### src/logic/mcac_pkg.sv
// Package with the register map, field positions and types of the block.
package mcac_pkg;
    // Register indices; the byte address is four times the index.
    localparam logic [15:0] IDX_SYS_CTRL  = 16'h0080;
    localparam logic [15:0] IDX_GLOB_IE   = 16'h00A8;
    localparam logic [15:0] IDX_GROUP_IE  = 16'h00E8;
    localparam logic [15:0] IDX_IRQ_FLAG  = 16'h2850;
    localparam logic [15:0] IDX_IRQ_EN    = 16'h2853;
    localparam logic [15:0] IDX_GAIN      = 16'h2858;
    localparam logic [15:0] IDX_DISP_BIAS = 16'h285E;
    localparam logic [15:0] IDX_XTAL2     = 16'h2861;
    localparam logic [15:0] IDX_REF_TRIM  = 16'h2862;
    localparam logic [15:0] IDX_CONV_EN   = 16'h2864;
    localparam logic [15:0] IDX_CLK_CFG   = 16'h2867;
    localparam logic [15:0] IDX_DET_CTRL  = 16'h2886;

    // Field positions.
    localparam int SRC_SEL_BIT   = 7;
    localparam int CLK_STOP_BIT  = 4;
    localparam int CALC_GATE_BIT = 7;
    localparam int REF_EN_BIT    = 6;
    localparam int SMP_SEL_LSB   = 4;
    localparam int MTR_SEL_LSB   = 2;
    localparam int CHOP_OFF_BIT  = 0;
    localparam int TRIM_CRS_LSB  = 3;
    localparam int TRIM_FIN_LSB  = 1;
    localparam int LEAK_EN_BIT   = 7;
    localparam int LEAK_IRQ_BIT  = 4;
    localparam int GROUP_IE_BIT  = 2;
    localparam int GLOB_IE_BIT   = 7;
    localparam int VGAIN_BIT     = 6;
    localparam int GAIN_B_LSB    = 3;
    localparam int GAIN_A_LSB    = 0;
    localparam int CONV_U_BIT    = 2;
    localparam int CONV_B_BIT    = 1;
    localparam int CONV_A_BIT    = 0;
    localparam int OFS_DIS_BIT   = 7;

    // Reset value shared by every register.
    localparam logic [7:0] REG_RST = 8'h00;

    // Rates in hertz; the tick generators divide the system clock down to them.
    localparam logic [26:0] CLK_HZ      = 27'h5F5_E100;
    localparam logic [26:0] MTR_BASE_HZ = 27'h00C_8000;
    localparam logic [26:0] SMP_BASE_HZ = 27'h003_2000;

    localparam int SMP_W = 21;
    localparam int OUT_W = 22;

    typedef struct packed {
        logic [SMP_W-1:0] u;
        logic [SMP_W-1:0] b;
        logic [SMP_W-1:0] a;
    } mcac_raw_t;

    typedef struct packed {
        logic [OUT_W-1:0] u;
        logic [OUT_W-1:0] b;
        logic [OUT_W-1:0] a;
    } mcac_conv_t;

    typedef struct packed {
        logic [2:0] u;
        logic [2:0] b;
        logic [2:0] a;
    } mcac_gain_t;
endpackage

### src/logic/mcac_ctrl.sv
// Metering clock, reference, gain and converter control with Wishbone regs.
// Function
// - System control bit 7 picks oscillator or PLL; readback gives source.
// - System control bit 4 stops the root clock; clear after reset.
// - Root clock stopped: metering datapath and converters halt.
// - Gate bit stops sampling and calculation; accumulation keeps running.
// - Clock config bits 5:4 set sampling rate: 204.8 kHz times 1, 2, 4.
// - Clock config bits 3:2 set metering rate: 819.2 kHz times 1, 2, 4.
// - Chopper runs while trim bit 0 is clear; software keeps it clear.
// - Trim bits 5:1 hold a 3-bit and a 2-bit temperature trim.
// - Leak monitor enabled and reference drop sets the leak interrupt flag.
// - Interrupt when leak flag and leak, group, global enables are set.
// - Gain bit 6 sets voltage gain x1 or x2; software keeps default.
// - Gain bits 5:3 set channel B gain x1, x4, x8, x16, else x32.
// - Gain bits 2:0 set channel A gain with the same encoding.
// - Converters off after reset; enable bits 2, 1, 0 for U, B, A.
// - Converter output is 22 bits with bits 21 and 20 both sign.
//
// Added by the designer: register access over Wishbone.
module mcac_ctrl
    import mcac_pkg::*;
(
    input  wire logic                clk_i,
    input  wire logic                rst_i,
    input  wire logic                wb_cyc_i,
    input  wire logic                wb_stb_i,
    input  wire logic                wb_we_i,
    input  wire logic [15:0]         wb_adr_i,
    input  wire logic [3:0]          wb_sel_i,
    input  wire logic [31:0]         wb_dat_i,
    output logic      [31:0]         wb_dat_o,
    output logic                     wb_ack_o,
    input  wire logic                ref_low_i,
    input  wire mcac_pkg::mcac_raw_t conv_raw_i,
    output mcac_pkg::mcac_conv_t     conv_o,
    output logic                     root_src_pll_o,
    output logic                     root_run_o,
    output logic                     metering_tick_o,
    output logic                     sampling_tick_o,
    output logic                     calc_run_o,
    output logic                     accum_run_o,
    output logic                     reference_enable_o,
    output logic                     reference_chopper_off_o,
    output logic [2:0]               reference_trim_coarse_o,
    output logic [1:0]               reference_trim_fine_o,
    output logic [2:0]               conv_enable_o,
    output mcac_pkg::mcac_gain_t     gain_shift_o,
    output logic                     offset_inject_disable_o,
    output logic                     irq_o
);
    import mcac_pkg::*;

    // Rate code 11 is undefined; it is treated as x4 so the rate stays bounded.
    function automatic logic [26:0] rate_inc(input logic [26:0] base,
                                             input logic [1:0]  code);
        rate_inc = (code == 2'b00) ? base :
                   (code == 2'b01) ? {base[25:0], 1'b0} :
                   {base[24:0], 2'b00};
    endfunction

    // Gain as a left shift: x1, x4, x8, x16, x32.
    function automatic logic [2:0] gain_shift(input logic [2:0] code);
        gain_shift = code[2] ? 3'h5 :
                     (code == 3'h0) ? 3'h0 : 3'(code + 3'h1);
    endfunction

    // Sign-extends a 21-bit sample so bits 21 and 20 both carry the sign.
    function automatic logic [OUT_W-1:0] fmt22(input logic [SMP_W-1:0] s);
        fmt22 = {s[SMP_W-1], s};
    endfunction

    logic [7:0]  sys_q, glob_q, group_q, flag_q, ien_q, gain_q;
    logic [7:0]  bias_q, xtal_q, trim_q, cen_q, ccfg_q, det_q;
    logic [26:0] macc_q, sacc_q;
    logic [26:0] macc_sum, sacc_sum;
    logic        leak_s1_q, leak_s2_q, leak_s3_q;
    logic        wr, rd_hit;
    logic [15:0] idx;
    logic [7:0]  rd_d;
    logic        run, calc;

    assign idx  = {2'b00, wb_adr_i[15:2]};
    assign wr   = wb_cyc_i && wb_stb_i && wb_we_i && !wb_ack_o && wb_sel_i[0];
    assign run  = !sys_q[CLK_STOP_BIT];
    assign calc = run && !det_q[CALC_GATE_BIT];

    // Bus handshake: one wait state, ack for exactly one cycle.
    always_ff @(posedge clk_i) begin
        if (rst_i) begin
            wb_ack_o <= 1'b0;
        end else begin
            wb_ack_o <= wb_cyc_i && wb_stb_i && !wb_ack_o;
        end
    end

    always_comb begin
        rd_hit = 1'b1;
        unique case (idx)
            IDX_SYS_CTRL:  rd_d = sys_q;
            IDX_GLOB_IE:   rd_d = glob_q;
            IDX_GROUP_IE:  rd_d = group_q;
            IDX_IRQ_FLAG:  rd_d = flag_q;
            IDX_IRQ_EN:    rd_d = ien_q;
            IDX_GAIN:      rd_d = gain_q;
            IDX_DISP_BIAS: rd_d = bias_q;
            IDX_XTAL2:     rd_d = xtal_q;
            IDX_REF_TRIM:  rd_d = trim_q;
            IDX_CONV_EN:   rd_d = cen_q;
            IDX_CLK_CFG:   rd_d = ccfg_q;
            IDX_DET_CTRL:  rd_d = det_q;
            default: begin
                rd_d   = 8'h00;
                rd_hit = 1'b0;
            end
        endcase
    end

    // Unmapped addresses are acknowledged and read as zero.
    always_ff @(posedge clk_i) begin
        if (rst_i) begin
            wb_dat_o <= 32'h0000_0000;
        end else if (wb_cyc_i && wb_stb_i && !wb_we_i && !wb_ack_o) begin
            wb_dat_o <= rd_hit ? {24'h00_0000, rd_d} : 32'h0000_0000;
        end
    end

    // Plain read-write registers; the source switch is immediate.
    always_ff @(posedge clk_i) begin
        if (rst_i) begin
            sys_q   <= REG_RST;
            glob_q  <= REG_RST;
            group_q <= REG_RST;
            ien_q   <= REG_RST;
            gain_q  <= REG_RST;
            bias_q  <= REG_RST;
            xtal_q  <= REG_RST;
            trim_q  <= REG_RST;
            cen_q   <= REG_RST;
            ccfg_q  <= REG_RST;
            det_q   <= REG_RST;
        end else if (wr) begin
            unique case (idx)
                IDX_SYS_CTRL:  sys_q   <= wb_dat_i[7:0];
                IDX_GLOB_IE:   glob_q  <= wb_dat_i[7:0];
                IDX_GROUP_IE:  group_q <= wb_dat_i[7:0];
                IDX_IRQ_EN:    ien_q   <= wb_dat_i[7:0];
                IDX_GAIN:      gain_q  <= wb_dat_i[7:0];
                IDX_DISP_BIAS: bias_q  <= wb_dat_i[7:0];
                IDX_XTAL2:     xtal_q  <= wb_dat_i[7:0];
                IDX_REF_TRIM:  trim_q  <= wb_dat_i[7:0];
                IDX_CONV_EN:   cen_q   <= wb_dat_i[7:0];
                IDX_CLK_CFG:   ccfg_q  <= wb_dat_i[7:0];
                IDX_DET_CTRL:  det_q   <= wb_dat_i[7:0];
                default: ;
            endcase
        end
    end

    // The reference comparator is asynchronous to this clock.
    always_ff @(posedge clk_i) begin
        if (rst_i) begin
            leak_s1_q <= 1'b0;
            leak_s2_q <= 1'b0;
            leak_s3_q <= 1'b0;
        end else begin
            leak_s1_q <= ref_low_i;
            leak_s2_q <= leak_s1_q;
            leak_s3_q <= leak_s2_q;
        end
    end

    logic leak_evt;
    assign leak_evt = leak_s2_q && !leak_s3_q && xtal_q[LEAK_EN_BIT];

    // Write one to clear; a new event in the same cycle keeps the flag.
    always_ff @(posedge clk_i) begin
        if (rst_i) begin
            flag_q <= REG_RST;
        end else begin
            if (wr && idx == IDX_IRQ_FLAG) begin
                flag_q <= flag_q & ~wb_dat_i[7:0];
            end
            if (leak_evt) begin
                flag_q[LEAK_IRQ_BIT] <= 1'b1;
            end
        end
    end

    always_ff @(posedge clk_i) begin
        if (rst_i) begin
            irq_o <= 1'b0;
        end else begin
            irq_o <= (|(flag_q & ien_q)) && group_q[GROUP_IE_BIT]
                     && glob_q[GLOB_IE_BIT];
        end
    end

    // Fractional dividers give the exact average rate from the 100 MHz clock.
    assign macc_sum = macc_q + rate_inc(MTR_BASE_HZ, ccfg_q[MTR_SEL_LSB+:2]);
    assign sacc_sum = sacc_q + rate_inc(SMP_BASE_HZ, ccfg_q[SMP_SEL_LSB+:2]);

    always_ff @(posedge clk_i) begin
        if (rst_i) begin
            macc_q          <= 27'h000_0000;
            metering_tick_o <= 1'b0;
        end else if (!run) begin
            metering_tick_o <= 1'b0;
        end else if (macc_sum >= CLK_HZ) begin
            macc_q          <= macc_sum - CLK_HZ;
            metering_tick_o <= 1'b1;
        end else begin
            macc_q          <= macc_sum;
            metering_tick_o <= 1'b0;
        end
    end

    always_ff @(posedge clk_i) begin
        if (rst_i) begin
            sacc_q          <= 27'h000_0000;
            sampling_tick_o <= 1'b0;
        end else if (!calc) begin
            sampling_tick_o <= 1'b0;
        end else if (sacc_sum >= CLK_HZ) begin
            sacc_q          <= sacc_sum - CLK_HZ;
            sampling_tick_o <= 1'b1;
        end else begin
            sacc_q          <= sacc_sum;
            sampling_tick_o <= 1'b0;
        end
    end

    // Results move only on a sampling tick, so a halted clock freezes them.
    always_ff @(posedge clk_i) begin
        if (rst_i) begin
            conv_o <= '0;
        end else if (calc && sacc_sum >= CLK_HZ) begin
            if (cen_q[CONV_U_BIT]) conv_o.u <= fmt22(conv_raw_i.u);
            if (cen_q[CONV_B_BIT]) conv_o.b <= fmt22(conv_raw_i.b);
            if (cen_q[CONV_A_BIT]) conv_o.a <= fmt22(conv_raw_i.a);
        end
    end

    // Status outputs are decoded from the registers one cycle late.
    always_ff @(posedge clk_i) begin
        if (rst_i) begin
            root_src_pll_o          <= 1'b0;
            root_run_o              <= 1'b0;
            calc_run_o              <= 1'b0;
            accum_run_o             <= 1'b0;
            reference_enable_o      <= 1'b0;
            reference_chopper_off_o <= 1'b0;
            reference_trim_coarse_o <= 3'h0;
            reference_trim_fine_o   <= 2'h0;
            conv_enable_o           <= 3'h0;
            gain_shift_o            <= '0;
            offset_inject_disable_o <= 1'b0;
        end else begin
            root_src_pll_o          <= sys_q[SRC_SEL_BIT];
            root_run_o              <= run;
            calc_run_o              <= calc;
            accum_run_o             <= run;
            reference_enable_o      <= ccfg_q[REF_EN_BIT];
            reference_chopper_off_o <= trim_q[CHOP_OFF_BIT];
            reference_trim_coarse_o <= trim_q[TRIM_CRS_LSB+:3];
            reference_trim_fine_o   <= trim_q[TRIM_FIN_LSB+:2];
            conv_enable_o           <= run ? cen_q[2:0] : 3'h0;
            gain_shift_o.u <= gain_q[VGAIN_BIT] ? 3'h1 : 3'h0;
            gain_shift_o.b <= gain_shift(gain_q[GAIN_B_LSB+:3]);
            gain_shift_o.a <= gain_shift(gain_q[GAIN_A_LSB+:3]);
            offset_inject_disable_o <= bias_q[OFS_DIS_BIT];
        end
    end

    property p_src_sel;
        @(posedge clk_i) disable iff (rst_i)
        wr && idx == IDX_SYS_CTRL |-> ##2
            root_src_pll_o == $past(wb_dat_i[SRC_SEL_BIT], 2);
    endproperty
    a_src_sel: assert property (p_src_sel)
        else $error("source select lost");

    property p_stop;
        @(posedge clk_i) disable iff (rst_i)
        wr && idx == IDX_SYS_CTRL && wb_dat_i[CLK_STOP_BIT]
            |-> ##2 !root_run_o;
    endproperty
    a_stop: assert property (p_stop)
        else $error("root clock not stopped");

    property p_halt;
        @(posedge clk_i) disable iff (rst_i)
        !run |=> !metering_tick_o && !sampling_tick_o && $stable(conv_o);
    endproperty
    a_halt: assert property (p_halt)
        else $error("datapath ran while stopped");

    property p_gate;
        @(posedge clk_i) disable iff (rst_i)
        run && det_q[CALC_GATE_BIT]
            |=> !sampling_tick_o && !calc_run_o && accum_run_o;
    endproperty
    a_gate: assert property (p_gate)
        else $error("calc gate misbehaves");

    property p_smp_rate;
        @(posedge clk_i) disable iff (rst_i)
        sampling_tick_o |=> !sampling_tick_o [*8];
    endproperty
    a_smp_rate: assert property (p_smp_rate)
        else $error("sampling too fast");

    property p_mtr_rate;
        @(posedge clk_i) disable iff (rst_i)
        run && ccfg_q[MTR_SEL_LSB+:2] == 2'b00 && metering_tick_o
            |=> !metering_tick_o [*8];
    endproperty
    a_mtr_rate: assert property (p_mtr_rate)
        else $error("metering too fast");

    property p_chop;
        @(posedge clk_i) disable iff (rst_i)
        wr && idx == IDX_REF_TRIM |-> ##2
            reference_chopper_off_o == $past(wb_dat_i[CHOP_OFF_BIT], 2);
    endproperty
    a_chop: assert property (p_chop)
        else $error("chopper control lost");

    property p_trim;
        @(posedge clk_i) disable iff (rst_i)
        wr && idx == IDX_REF_TRIM |-> ##2
            {reference_trim_coarse_o, reference_trim_fine_o}
            == $past(wb_dat_i[TRIM_FIN_LSB+:5], 2);
    endproperty
    a_trim: assert property (p_trim)
        else $error("trim fields lost");

    property p_leak;
        @(posedge clk_i) disable iff (rst_i)
        leak_evt |=> flag_q[LEAK_IRQ_BIT];
    endproperty
    a_leak: assert property (p_leak)
        else $error("leak flag not set");

    property p_irq;
        @(posedge clk_i) disable iff (rst_i)
        flag_q[LEAK_IRQ_BIT] && ien_q[LEAK_IRQ_BIT] && group_q[GROUP_IE_BIT]
            && glob_q[GLOB_IE_BIT] |=> irq_o;
    endproperty
    a_irq: assert property (p_irq)
        else $error("interrupt not raised");

    property p_gain_u;
        @(posedge clk_i) disable iff (rst_i)
        wr && idx == IDX_GAIN |-> ##2
            gain_shift_o.u == {2'b00, $past(wb_dat_i[VGAIN_BIT], 2)};
    endproperty
    a_gain_u: assert property (p_gain_u)
        else $error("voltage gain lost");

    property p_gain_b;
        @(posedge clk_i) disable iff (rst_i)
        gain_q[GAIN_B_LSB+2] |=> gain_shift_o.b == 3'h5;
    endproperty
    a_gain_b: assert property (p_gain_b)
        else $error("gain B not x32");

    property p_gain_a;
        @(posedge clk_i) disable iff (rst_i)
        gain_q[GAIN_A_LSB+:3] == 3'h1 |=> gain_shift_o.a == 3'h2;
    endproperty
    a_gain_a: assert property (p_gain_a)
        else $error("gain A not x4");

    property p_conv_rst;
        @(posedge clk_i) rst_i |=> cen_q == 8'h00 && conv_enable_o == 3'h0;
    endproperty
    a_conv_rst: assert property (p_conv_rst)
        else $error("converters on at reset");

    property p_fmt;
        @(posedge clk_i) disable iff (rst_i)
        1'b1 |-> conv_o.u[21] == conv_o.u[20] && conv_o.b[21] == conv_o.b[20]
            && conv_o.a[21] == conv_o.a[20];
    endproperty
    a_fmt: assert property (p_fmt)
        else $error("sign bits differ");
endmodule

### config.mk
export PLATFORM = sky130hd
export DESIGN_NAME = mcac_ctrl
export DESIGN_NICKNAME = d
export VERILOG_FILES = /design/src/logic/mcac_pkg.sv /design/src/logic/mcac_ctrl.sv
export SDC_FILE = /design/constraint.sdc
export NUM_CORES = 1
export LEC_CHECK = 0
export BUFFER_PORTS_ARGS = -buffer_cell sky130_fd_sc_hd__buf_2
export CORE_MARGIN = 2
export CORE_UTILIZATION = 55
export DETAILED_ROUTE_END_ITERATION = 16
export PLACE_DENSITY = 0.81
export RECOVER_POWER = 25
export SKIP_CTS_REPAIR_TIMING = 1
export SYNTH_ARGS = -nofsm -noshare
export SYNTH_HDL_FRONTEND = slang
export SYNTH_SLANG_ARGS = --single-unit
### constraint.sdc
create_clock -name clk_i -period 9.1 [get_ports clk_i]
set_input_delay 0.455 -clock clk_i [delete_from_list [all_inputs] [get_ports clk_i]]
set_output_delay 0.455 -clock clk_i [all_outputs]
set_load 0.03 [all_outputs]
; ---- Yosys cells after proc, flatten, opt, wreduce, memory -nomap -nowiden
; Cells that the tools add are included.
[word_totals]
regBits = 275
in_bits = 121
out_inout_bits = 126
[classes]
addsub = 6
magnitude_cmp = 2
eq_ne = 14
muxes = 18
bitwise_logic = 4
reduce_logical = 44
[ops]
columns = cell, n
row1 = $eq 14x14->1 const B, 9
row2 = $pmux 8 s12, 1
row3 = $ge 27x27->1 const B, 2
row4 = $mux 27, 2
row5 = $sub 27x27->27 const B, 2
row6 = $mux 22, 2
row7 = $eq 14x8->1 const B, 3
row8 = $mux 20, 2
row9 = $reduce_and 2->1, 14
row10 = $add 27x20->27, 1
row11 = $add 27x22->27, 1
row12 = $and 8x8->8, 2
row13 = $logic_and 1x1->1, 14
row14 = $mux 3, 4
row15 = $reduce_or 12->1, 1
row16 = $mux 8, 1
row17 = $not 8->8, 1
row18 = $reduce_or 8->1, 1
row19 = $add 3x1->3 const B, 2
row20 = $logic_not 3->1, 2
row21 = $reduce_or 3->1, 2
row22 = $logic_not 1->1, 5
row23 = $mux 1, 5
row24 = $mux 5, 1
row25 = other kinds (5), 8

; ---- Longest topological paths before layout
[depth]
ltp_word = 7
depth_mapped = 18
mapped_depth_nobuf = 15

; ---- Worst setup path before layout
; No wires, ideal clock.
[synth_path]
kind = register to register
from = reg ccfg_q[5]
to = reg sacc_q[16]
setup_time_ns = 0.123
t_arrival_ns = 3.478
t_required_ns = 8.977
slack_ns = 5.498
stages_incl_launch_ff = 17
synth_period_minus_slack_ns = 3.602
cell_sequence = dfxtp_1 buf_2 buf_6 inv_1 nand2_1 inv_1 ha_1 a21o_1 maj3_2 o211a_4 o211ai_1 xnor2_1 a21oi_1 a211oi_4 a31oi_1 nor3b_1 mux2_1
[synth_between]
elab_chain_cells = 6
elab_cells_between_ends = 8
[synth_rtl]
columns = element, line_no
row1 = "start, declared", mcac_ctrl.sv:73  ; logic [7:0] bias_q, xtal_q, trim_q, cen_q, ccfg_q, det_q;
row2 = "start signal, assigned", mcac_ctrl.sv:152  ; IDX_CLK_CFG: ccfg_q <= wb_dat_i[7:0];
row3 = $eq 2x1->1, mcac_ctrl.sv:57  ; (code == 2'b01) ? {base[25:0], 1'b0} :
row4 = $mux 20, mcac_ctrl.sv:57
row5 = $mux 20 (*), mcac_ctrl.sv:56  ; rate_inc = (code == 2'b00) ? base :
row6 = $add 27x20->27 (*), mcac_ctrl.sv:200  ; assign sacc_sum = sacc_q + rate_inc(SMP_BASE_HZ, ccfg_q[SMP_SEL_LSB+:2]);
row7 = $sub 27x27->27 or $ge 27x27->1 (tied branches), "mcac_ctrl.sv:224, mcac_ctrl.sv:223"
row8 = $mux 27 (*), mcac_ctrl.sv:223  ; end else if (sacc_sum >= CLK_HZ) begin
row9 = "end signal, assigned", mcac_ctrl.sv:224  ; sacc_q <= sacc_sum - CLK_HZ;
row10 = "end signal, assigned", mcac_ctrl.sv:227  ; sacc_q <= sacc_sum;
row11 = "end, declared", mcac_ctrl.sv:74  ; logic [26:0] macc_q, sacc_q;
; Every way passes the cells marked *; elsewhere a longest branch is shown, timed or not.
; A chain may end at the register's enable or synchronous reset.

; ---- Worst setup path after layout
[layout_path]
from = reg ccfg_q[5]
to = reg conv_o[13] (netlist name)
[layout_between]
elab_chain_cells = 7
elab_cells_between_ends = 8
[layout_rtl]
columns = element, line_no
row1 = $eq 2x1->1, mcac_ctrl.sv:57
row2 = $mux 20, mcac_ctrl.sv:57
row3 = $mux 20 (*), mcac_ctrl.sv:56
row4 = $add 27x20->27 (*), mcac_ctrl.sv:200
row5 = $ge 27x27->1 (*), mcac_ctrl.sv:236  ; end else if (calc && sacc_sum >= CLK_HZ) begin
row6 = $logic_and 1x1->1 (*), mcac_ctrl.sv:236
row7 = $reduce_and 2->1 (no source line) (*), --
row8 = "end, declared", mcac_ctrl.sv:35  ; output mcac_pkg::mcac_conv_t conv_o,
; Marks and branches as above.

==> results.ini <==
[outcome]
status = finished, final reports clean

[floorplanning]
die_area_mm2 = 0.0210
fp.coreArea_mm2 = 0.0195
rows = 51
die_w_um = 145
ios = 247
die_h_um = 145
initial_utilization_pct = 56.0

[worst_setup_path]
worstPathRequired_ns = 9.46
startpoint_type = flop
crit_start = ccfg_q[5]
r2r-start = ccfg_q[5]
crit_fanout = 28
end_kind = flop
crit_arrival_ns = 5.72
critPathKind = reg -> reg
reg2reg_depth = 14

[final_layout]
nNetsFinal = 1614
post-route-util_pct = 64.4
multiInputGateArea_mm2 = 0.00565
area_growth_pct = 14.9
ff_latch_area_mm2 = 0.00466
drive_gt1_share_pct = 13.0
regMostFlops = conv_o
top_regs = conv_o x63, macc_q x19, sacc_q x19
largest_reg_flops = 63
stdcell_area_mm2 = 0.0126
fillers = 1650

[logic_synthesis]
synth_edf_count = 0
synth_common_cells = 238 x nand2_1, 233 x dfxtp_1, 160 x a21oi_1
ys_ff_latch = 233
yosysMostFrequentCell = nand2_1
syn_area_per_cell_um2 = 8.16
ys_seq_area_share_pct = 42.6
yosysTopAreaCell = dfxtp_1
netlist_area_mm2 = 0.0109
yosysUniqueCellTypes = 77
ys_warn_count = 0
async_reset_ff_share_pct = 0
synthTopCellsByArea = dfxtp_1 43%, nand2_1 8.2%, a21oi_1 7.3%
synth_cells = 1342
synth_top_area_share_pct = 42.6
ys.flop_type = dfxtp_1

[timing]
setup_viol = 0
finClkSkew_ns = 0.0210
min_period_ns = 5.36
post-route-period-util_pct = 58.9
rsz0062_at_grt = no
setup_tns_ns = 0
worst_slew_pin_slew_ns = 1.12
slew_violations = 0
fmax_mhz = 187
final_hold_viol_count = 0
relSlewSlack_pct = 25.1

[global_route]
antenna_found_initial = 2
overflow = 0
first_global_vias = 9307
grt_start_max_net_pins = 142
grt_pass1_wl_mm = 45.3
grt_use_total_pct = 25.2

[flow_run]
maxCapViolCount = 0

[cts]
clock_latency_ns = 0.54
path_clk_slew_ns = 0.06
cts_root_buf = clkbuf_16
cts-buffers-inserted = 25
clock-sinks = 233
cts_tree = yes
htreeDepth = 1
ctsLongestPathBuffers = 3

[place]
portBuffers = 191
placed_cell_area_mm2 = 0.0118
hpwl_mm = 18.5
place_congestion = 0.881

[detailed_routing]
vias = 10000
drt-initial-drc-count = 953
drtAntennaViolNets = 0
route.detailed.drc = 0
wire_per_inst_um = 15.8
routed_wl_mm = 27.8
viasPerCell = 5.70
first_pass_iters = 6

[min_path]
hp-class = in -> reg
worstHoldStart = ref_low_i
hold_depth = 2

[power_and_ir_drop]
cellPowerDensity_mw_per_mm2 = 180
finalPower_w = 0.00226
vdd_drop_max_uv = 141
power.leakage_nw = 4.78

## layer usage
layer / vias to the layer above / part of all wire [%] / track usage (%)
met2: 384 / 48 / 42.3
met5: - / 0.040 / 0
met1: 4666 / 42 / 32.4
met4: 2 / 3.7 / 10.2
li1: 4872 / - / -
met3: 89 / 6.7 / 4.21
## placed cells by master, fill, tap and decap left out, drive strengths merged, types with 8 or more instances in the layout
cell type / instances
nand2: 238
dfxtp: 233
a21oi: 161
buf: 134
nor2: 108
clkbuf: 97
nand3: 64
mux2i: 45
inv: 34
conb: 26
xnor2: 25
nor3: 23
nor2b: 21
xor2: 21
ha: 18
o21ai: 18
a222oi: 16
a31oi: 16
and3: 12
nor4: 12
and2: 12
a211oi: 11
a22o: 9
a221oi: 8
nand2b: 8
## power by group
part	internal [W]	switching, W
clock	0.000633	0.000415
combinational	0.0000612	0.000109
sequential	0.00103	0.0000147
## final timing paths
path                            slack (ns)          to
worst max register to register        3.74  conv_o[13]
worst max-delay path                  3.74  conv_o[13]
worst min-delay path                  0.12   leak_s1_q
worst min register to register        0.45  conv_o[52]
## logic make-up (layout without fill, tap and decap cells)
| logic type | Yosys count | in the layout | share of synthesized area (%) |
|---|---|---|---|
| mux | 48 | 48 | 4.42 |
| compound gates | 292 | 292 | 16.9 |
| buf+inv | 154 | 277 | 6.72 |
| flops | 233 | 233 | 42.6 |
| xor+xnor | 46 | 46 | 3.68 |
| fa+ha+maj | 22 | 22 | 2.63 |
| other cells | 1 | 27 | 0.0343 |
| simple gates | 546 | 546 | 23.0 |
## worst max-delay path, stage by stage (launching register included)
cell	delay [ns]
dfxtp_1	0.78
or2_1	0.35
clkinv_2	0.16
ha_1	0.23
inv_1	0.07
fa_1	0.44
nor2b_1	0.22
and2_1	0.25
nand3_1	0.12
a21oi_1	0.24
o211ai_1	0.19
a211oi_4	0.91
nand3_1	0.80
nand2_1	0.30
a21oi_1	0.12
## metrics by stage
| stage | instances | hold slack (ns) | worst slack [ns] |
|---|---|---|---|
| 6_report | 1756 | 0.119 | 3.74 |
| 5_1_grt | 1756 | 0.133 | 3.17 |
| 4_1_cts | 1755 | 0.112 | 3.82 |
| 3_5_place_dp | 1711 | 0.433 | 3.84 |
| 3_3_place_gp | 1711 | 0.436 | 3.97 |
| 2_1_floorplan | 1367 | 0.414 | 5.50 |
## area by class of cell
class	instances	share of cell area [%]
Clock buffer	33	5.61
Timing Repair Buffer	198	7.43
Clock inverter	11	1.22
Multi-Input combinational cell	980	44.9
Sequential cell	233	37.1
Tap cell	265	2.64
Antenna cell	1	0.0199
Inverter	35	1.05
(Power assumes the default switching activity.)
